**src/rtl/i2cra_cfg.svh**
```systemverilog
`ifndef I2CRA_CFG_SVH
`define I2CRA_CFG_SVH
// Target address, byte framing and reset values
`define I2CRA_DEV_ADDR   7'h7E
`define I2CRA_BYTE_BITS  4'h8
`define I2CRA_PTR_RST    8'h00
`define I2CRA_DATA_RST   8'h00
`endif

```
**src/rtl/i2cra_pkg.sv**
```systemverilog
package i2cra_pkg;
  // Protocol phases of the target
  typedef enum logic [2:0] {
    I2CRA_IDLE,
    I2CRA_ADDR,
    I2CRA_PTR,
    I2CRA_WDATA,
    I2CRA_RDATA,
    I2CRA_IGNORE
  } i2cra_state_e;

  // Register write strobe with its address and data
  typedef struct packed {
    logic       stb;
    logic [7:0] addr;
    logic [7:0] data;
  } i2cra_wr_s;
endpackage

```
**src/rtl/i2cra_target.sv**
```systemverilog
`timescale 1ns/1ps
`include "i2cra_cfg.svh"
// Functional notes
// Sample data on clock high, shift while low
// Data change mid-transaction with clock high aborts
// Bytes are eight bits, MSB first, acked
// Start is SDA fall, stop rise, SCL high
// Only master makes start and stop
// Repeated start accepted, switches to reading
// Ninth clock acknowledge, receiver holds SDA low
// Master nacks final read byte
// Respond and acknowledge only address 1111110
// Seven address bits then direction bit
// Write: pointer byte then data, both acked
// Pointer advances by one per written byte
// Master ends write with stop
// Read uses pointer write then repeated start
// Master ack advances pointer, next byte sent
// Master ends read with nack and stop
// Address mismatch: stay released until start
module i2cra_target
  import i2cra_pkg::*;
(
  // Clock and reset
  input  wire logic       clk,
  input  wire logic       rstn,
  // Serial bus pins
  input  wire logic       scl_in,
  input  wire logic       sda_in,
  output logic            sda_out,
  output logic            sda_oe,
  // Register file access
  output i2cra_wr_s       reg_wr,
  output logic [7:0]      reg_rd_addr,
  input  wire logic [7:0] reg_rd_data,
  // Status
  output logic            busy
);

  logic [1:0]   scl_sync_r;
  logic [1:0]   sda_sync_r;
  logic         scl_d_r;
  logic         sda_d_r;
  logic         scl_rise;
  logic         scl_fall;
  logic         start_det;
  logic         stop_det;
  i2cra_state_e state_r;
  logic [3:0]   bit_cnt_r;
  logic [7:0]   shift_r;
  logic [7:0]   ptr_r;
  logic         ack_phase_r;
  logic         drive_low_r;
  logic         tx_bit;
  logic         active;
  logic         byte_end;
  logic         ack_end;
  logic         sda_out_r;
  logic         tx_mode_r;
  logic         master_nack_r;
  logic         busy_r;
  i2cra_wr_s    wr_r;
  logic [7:0]   tx_byte_r;

  // Two-flop synchronisers for the pins
  always_ff @(posedge clk or negedge rstn) begin
    if (!rstn) begin
      scl_sync_r <= 2'h3;
      sda_sync_r <= 2'h3;
    end else begin
      scl_sync_r <= {scl_sync_r[0], scl_in};
      sda_sync_r <= {sda_sync_r[0], sda_in};
    end
  end

  // Delayed copies for edge finding
  always_ff @(posedge clk or negedge rstn) begin
    if (!rstn) begin
      scl_d_r <= 1'b1;
      sda_d_r <= 1'b1;
    end else begin
      scl_d_r <= scl_sync_r[1];
      sda_d_r <= sda_sync_r[1];
    end
  end

  // Edge and condition detection
  assign scl_rise  = scl_sync_r[1] & ~scl_d_r;
  assign scl_fall  = ~scl_sync_r[1] & scl_d_r;
  assign start_det = scl_sync_r[1] & scl_d_r & sda_d_r
                   & ~sda_sync_r[1];
  assign stop_det  = scl_sync_r[1] & scl_d_r & ~sda_d_r
                   & sda_sync_r[1];

  // Bus busy from start until stop
  always_ff @(posedge clk or negedge rstn) begin
    if (!rstn) begin
      busy_r <= 1'b0;
    end else if (start_det) begin
      busy_r <= 1'b1;
    end else if (stop_det) begin
      busy_r <= 1'b0;
    end
  end

  // Transaction qualifiers shared by the engine blocks
  assign active   = (state_r != I2CRA_IDLE)
                  && (state_r != I2CRA_IGNORE);
  // Falling clock that closes the eighth bit of a byte
  assign byte_end = scl_fall && !ack_phase_r
                  && (bit_cnt_r == `I2CRA_BYTE_BITS);
  // Falling clock that closes the ninth, acknowledge clock
  assign ack_end  = scl_fall && ack_phase_r;

  // Protocol state, bit count and acknowledge phase
  always_ff @(posedge clk or negedge rstn) begin
    if (!rstn) begin
      state_r     <= I2CRA_IDLE;
      bit_cnt_r   <= 4'h0;
      ack_phase_r <= 1'b0;
      tx_mode_r   <= 1'b0;
    end else if (start_det) begin
      // Start or repeated start restarts address phase
      state_r     <= I2CRA_ADDR;
      bit_cnt_r   <= 4'h0;
      ack_phase_r <= 1'b0;
      tx_mode_r   <= 1'b0;
    end else if (stop_det) begin
      // Stop, or a stop-like glitch, ends the transaction
      state_r     <= I2CRA_IDLE;
      ack_phase_r <= 1'b0;
      tx_mode_r   <= 1'b0;
    end else if (active) begin
      if (scl_rise && !ack_phase_r) begin
        // Count bits of the byte; ack clock is not counted
        bit_cnt_r <= bit_cnt_r + 4'h1;
      end else if (ack_end) begin
        // Ninth clock over, next byte starts from zero
        ack_phase_r <= 1'b0;
        bit_cnt_r   <= 4'h0;
        if (state_r == I2CRA_RDATA && master_nack_r) begin
          state_r <= I2CRA_IGNORE;
        end
      end else if (byte_end) begin
        ack_phase_r <= 1'b1;
        case (state_r)
          I2CRA_ADDR: begin
            if (shift_r[7:1] != `I2CRA_DEV_ADDR) begin
              // Foreign target: no ack slot of ours
              state_r     <= I2CRA_IGNORE;
              ack_phase_r <= 1'b0;
            end else if (shift_r[0]) begin
              state_r   <= I2CRA_RDATA;
              tx_mode_r <= 1'b1;
            end else begin
              state_r <= I2CRA_PTR;
            end
          end
          I2CRA_PTR: begin
            state_r <= I2CRA_WDATA;
          end
          default: begin
            state_r <= state_r;
          end
        endcase
      end
    end
  end

  // Receive shift register, MSB arrives first
  always_ff @(posedge clk or negedge rstn) begin
    if (!rstn) begin
      shift_r <= `I2CRA_DATA_RST;
    end else if (scl_rise && active && !ack_phase_r) begin
      shift_r <= {shift_r[6:0], sda_sync_r[1]};
    end
  end

  // Master's answer in the ack slot of a read byte
  always_ff @(posedge clk or negedge rstn) begin
    if (!rstn) begin
      master_nack_r <= 1'b0;
    end else if (scl_rise && active && ack_phase_r) begin
      master_nack_r <= sda_sync_r[1];
    end
  end

  // Register pointer: loaded by the pointer byte, then steps
  // The read step happens on the ack clock's rising edge so
  // that the next byte is already addressed when SCL falls.
  // Our own address ack also reads low, but we drive it then.
  always_ff @(posedge clk or negedge rstn) begin
    if (!rstn) begin
      ptr_r <= `I2CRA_PTR_RST;
    end else if (byte_end && state_r == I2CRA_PTR) begin
      ptr_r <= shift_r;
    end else if (byte_end && state_r == I2CRA_WDATA) begin
      ptr_r <= ptr_r + 8'h01;
    end else if (scl_rise && ack_phase_r && state_r == I2CRA_RDATA
                 && !drive_low_r && !sda_sync_r[1]) begin
      ptr_r <= ptr_r + 8'h01;
    end
  end

  // One-cycle write strobe per received data byte
  always_ff @(posedge clk or negedge rstn) begin
    if (!rstn) begin
      wr_r <= '0;
    end else if (byte_end && state_r == I2CRA_WDATA) begin
      wr_r.stb  <= 1'b1;
      wr_r.addr <= ptr_r;
      wr_r.data <= shift_r;
    end else begin
      wr_r.stb <= 1'b0;
    end
  end

  // Byte to transmit, latched as the ack clock ends
  always_ff @(posedge clk or negedge rstn) begin
    if (!rstn) begin
      tx_byte_r <= `I2CRA_DATA_RST;
    end else if (ack_end) begin
      tx_byte_r <= reg_rd_data;
    end
  end

  // Current transmit bit, MSB first
  // Count k bits already sent selects bit 7-k of the byte
  always_comb begin
    if (bit_cnt_r == 4'h0) begin
      tx_bit = reg_rd_data[7];
    end else begin
      tx_bit = tx_byte_r[3'(4'h7 - bit_cnt_r)];
    end
  end

  // Data line drive, updated as the clock falls, and released at start and stop
  always_ff @(posedge clk or negedge rstn) begin
    if (!rstn) begin
      drive_low_r <= 1'b0;
    end else if (start_det || stop_det) begin
      drive_low_r <= 1'b0;
    end else if (ack_end) begin
      // Leaving ack slot: first read bit, else release
      drive_low_r <= (state_r == I2CRA_RDATA) && !master_nack_r
                     && !reg_rd_data[7];
    end else if (byte_end) begin
      // Acknowledge a received byte, our address included
      drive_low_r <= !tx_mode_r && active
        && (state_r != I2CRA_ADDR
            || shift_r[7:1] == `I2CRA_DEV_ADDR);
    end else if (scl_fall && state_r == I2CRA_RDATA) begin
      drive_low_r <= !tx_bit;
    end else if (scl_fall) begin
      drive_low_r <= 1'b0;
    end
  end

  // Open-drain data pin only ever pulls low
  always_ff @(posedge clk or negedge rstn) begin
    if (!rstn) begin
      sda_out_r <= 1'b0;
    end else begin
      sda_out_r <= 1'b0;
    end
  end

  // Outputs straight from their flops
  assign sda_out     = sda_out_r;
  assign sda_oe      = drive_low_r;
  assign reg_wr      = wr_r;
  assign reg_rd_addr = ptr_r;
  assign busy        = busy_r;

endmodule // i2cra_target

```
**config.mk**
```make
export PLATFORM = sky130hd
export DESIGN_NAME = i2cra_target
export DESIGN_NICKNAME = d
export VERILOG_FILES = /design/src/rtl/i2cra_pkg.sv /design/src/rtl/i2cra_target.sv
export VERILOG_INCLUDE_DIRS = /design/src /design/src/rtl
export SDC_FILE = /design/constraint.sdc
export NUM_CORES = 1
export LEC_CHECK = 0
export ABC_AREA = 1
export BUFFER_PORTS_ARGS = -buffer_cell sky130_fd_sc_hd__buf_2
export CAP_MARGIN = 20
export CORE_MARGIN = 5
export CORE_UTILIZATION = 57
export CTS_CLUSTER_DIAMETER = 120
export DETAILED_ROUTE_END_ITERATION = 8
export PLACE_DENSITY = 0.79
export SYNTH_ARGS = -nofsm -noshare
export SYNTH_HDL_FRONTEND = slang
export SYNTH_SLANG_ARGS = --single-unit
```
**constraint.sdc**
```tcl
create_clock -name clk -period 2.8 [get_ports clk]
set_input_delay 0.28 -clock clk [delete_from_list [all_inputs] [get_ports clk]]
set_output_delay 0.28 -clock clk [all_outputs]
set_load 0.02 [all_outputs]
```
==> results.toml <==
[floorplan]
core-area_um2 = 4755
rows = 25
die_w_um = 80.28
start_util_pct = 59.21
die_area_um2 = 6444
io_pins = 40
fp.dieH_um = 80.28

[logic_synthesis]
synth_cells = 344
synth-edff-count = 0
syn_nets = 359
synth_compound_area_share_pct = 9.822
yosysWarningCount = 0
synth-seq-area-share_pct = 52.71
synth_cell_types = 27
avgSynthCellArea_um2 = 8.184
synthXorXnorAreaFrac_pct = 1.556
synthAdderAreaFrac_pct = 1.333
syn_area_um2 = 2815
yosys_register_bits = 59
synth-simple-area-share_pct = 26.89
async_reset_ff_share_pct = 100.0
synth-main-ff-cell = "dfrtp_1"
synth_top_family_by_area = "simple AND/OR/NAND/NOR gates"
muxShareOfSynthArea_pct = 0

[sta]
worst_slew_margin_rel_pct = 57.46
finalHoldViolCount = 0
setup_tns_ns = 0
finalClockSkew_ns = 0.01081
timing.fmax_mhz = 515.1
finalMaxSlewViolations = 0
hold_slack_ns = 0.05509
setup_viol = 0
rsz0062_at_grt = "no"
max_slew.worst_pin.slew_ns = 0.6374
period_minus_slack_ns = 1.941
fin_crit_sh_pct = 69.33

[clock_tree]
tritoncts = "yes"
postCtsHoldBufs = 1
clock_latency_ns = 0.33
cts-root-buf = "clkbuf_8"
numClockSinks = 59
h-tree-depth = 3
cts_setup_buffers = 0
clock_path_buffers = 2
ctsResizeCount = 0
clkSlewWorstSetupHoldPaths_ns = 0.06
numCtsBuffers = 9

[finish]
antenna_cells = 0
layout_commonest_cell = "nand2_1"
fin_cells = 459
drive_gt1_share_pct = 17.86
syn_to_final_growth_pct = 16.22
mostFrequentLayoutCells = "108 x nand2_1, 53 x dfrtp_1, 43 x inv_1, 38 x buf_2, 31 x nand3_1"
nets = 403

[route]
wl_per_cell_um = 12.51
drt-total-wl_um = 5741
postRouteAntennaNets = 0
drtIter0Drc = 204
post-route-drc-count = 0
vias = 2304
viasPerCell = 5.020
dr.pass1.iters = 4

[setup_path]
worstSetupPathType = "reg -> reg"
cp_max_fo = 12
critPathCaptureType = "register"
cp.required_ns = 3.01
worst_ep_arrival_time_ns = 2.15
worst_setup_path_start_kind = "register"

[run]
maxCapViolCount = 0

[place]
gp_congestion = 0.8520
dp_hpwl_um = 4244
dp.cells = 443
port_buffers = 38

[pwr]
p_per_area_nw_per_um2 = 809.1
p_seq_share_pct = 44.6
comb_power_share_pct = 24.4
switchingPower_w = 0.0008836
power.total_w = 0.002647
p_int_w = 0.001764
pwr-share-clk_pct = 31.0
irDropWorstVdd_mv = 0.5031
p_leak_nw = 1.697
swShare_pct = 33.38

[global_route]
antenna_found_initial = 0
grt_max_degree = 38
grt_remaining_overflow = 0
grt_pass1_vias = 2213
grt_pass1_wl_um = 10180
grtUsageTotal_pct = 20.56

[hold_path]
hold_class = "in -> reg"

[status]
status = "complete, no violations"
power by group through the flow:
stage / registers (W) / logic (W) / clock network, W
after global placement: 0.00118 / 0.000613 / 0
after CTS: 0.00118 / 0.000649 / 0.000833
after floorplan: 0.00116 / 0.000483 / 0
final: 0.00118 / 0.000645 / 0.000822
after global routing: 0.00120 / 0.000751 / 0.000878
after detailed placement: 0.00119 / 0.000644 / 0
final timing paths:
kind / from / to / slack (ns) / cells past startpoint
max reg2reg: bit_cnt_r[0] / reg_rd_addr[4] / 0.86 / 9
min: scl_in / scl_sync_r[0] / 0.06 / 1
min reg2reg: scl_sync_r[0] / scl_sync_r[1] / 0.36 / 0
min in group asynchronous: rstn / tx_mode_r / 0.46 / 2
max in group asynchronous: rstn / scl_d_r / 1.48 / 3
max: bit_cnt_r[0] / reg_rd_addr[4] / 0.86 / 9
area by class of cell:
class	instances	area [µm²]
repair buffers	41	215.2
fillers	413	1483
well taps	67	83.83
clock buffers	13	148.9
multi-input cells	234	1119
flip-flops and latches	59	1484
inverters	43	161.4
clock inverters	2	60.06
synthesized netlist by cell type, types with 2 or more instances:
cell,instances,area [µm²]
a21oi_1,6,30.03
buf_2,5,25.02
buf_4,2,15.01
dfrtp_1,53,1326
dfstp_2,6,157.7
ha_1,3,37.54
inv_1,43,161.4
nand2_1,108,405.4
nand2_2,2,12.51
nand3_1,31,155.2
nand4_1,4,25.02
nor2_1,15,56.30
nor2_2,3,18.77
nor2_4,3,33.78
nor3_1,2,10.01
o211ai_1,2,15.01
o21ai_0,26,130.1
o21ai_1,17,85.08
xor2_1,5,43.79
worst max-delay path, cell delays in order (launching register included):
cell     delay (ns)
dfrtp_1        0.47
inv_1          0.18
ha_1           0.25
nand3_1        0.11
nor2_2         0.13
nand3_1        0.10
nand2_1        0.28
inv_1          0.16
nand2_1        0.09
nand2_1        0.05
logic make-up (layout without fill, tap and decap cells):
family,Yosys count,in the layout
AND/OR/NAND/NOR,172,172
flip-flops,59,59
AO/OA/AOI/OAI,53,53
buffers and inverters,51,99
XOR/XNOR,5,5
adder cells (fa/ha/maj),3,3
other,1,1
registers in the layout, indices dropped and copies added (netlist names), 2 cells and up:
name / flops
reg_rd_addr: 8
shift_r: 8
tx_byte_r: 8
state_r: 3
bit_cnt_r: 4
scl_sync_r: 2
reg_wr: 17
sda_sync_r: 2
metrics by stage:
stage                     area [µm²]  worst slack [ns]  util (%)
after CTS                       3272            0.8663     68.82
after global placement          3053            0.9731     64.21
after floorplan                 2815             1.226         -
after detailed placement        3053            0.8778     64.21
final                           3272            0.8588     68.82
after global routing            3272            0.6545     68.82
per-layer routing:
| layer | GRT usage (%) | share of wire, % |
|---|---|---|
| met5 | 0 | 0 |
| met1 | 28.66 | 48 |
| met3 | 4.260 | 6.3 |
| met4 | 6.926 | 1.2 |
| met2 | 32.04 | 45 |
No activity file was read; power rests on OpenSTA's default activity.
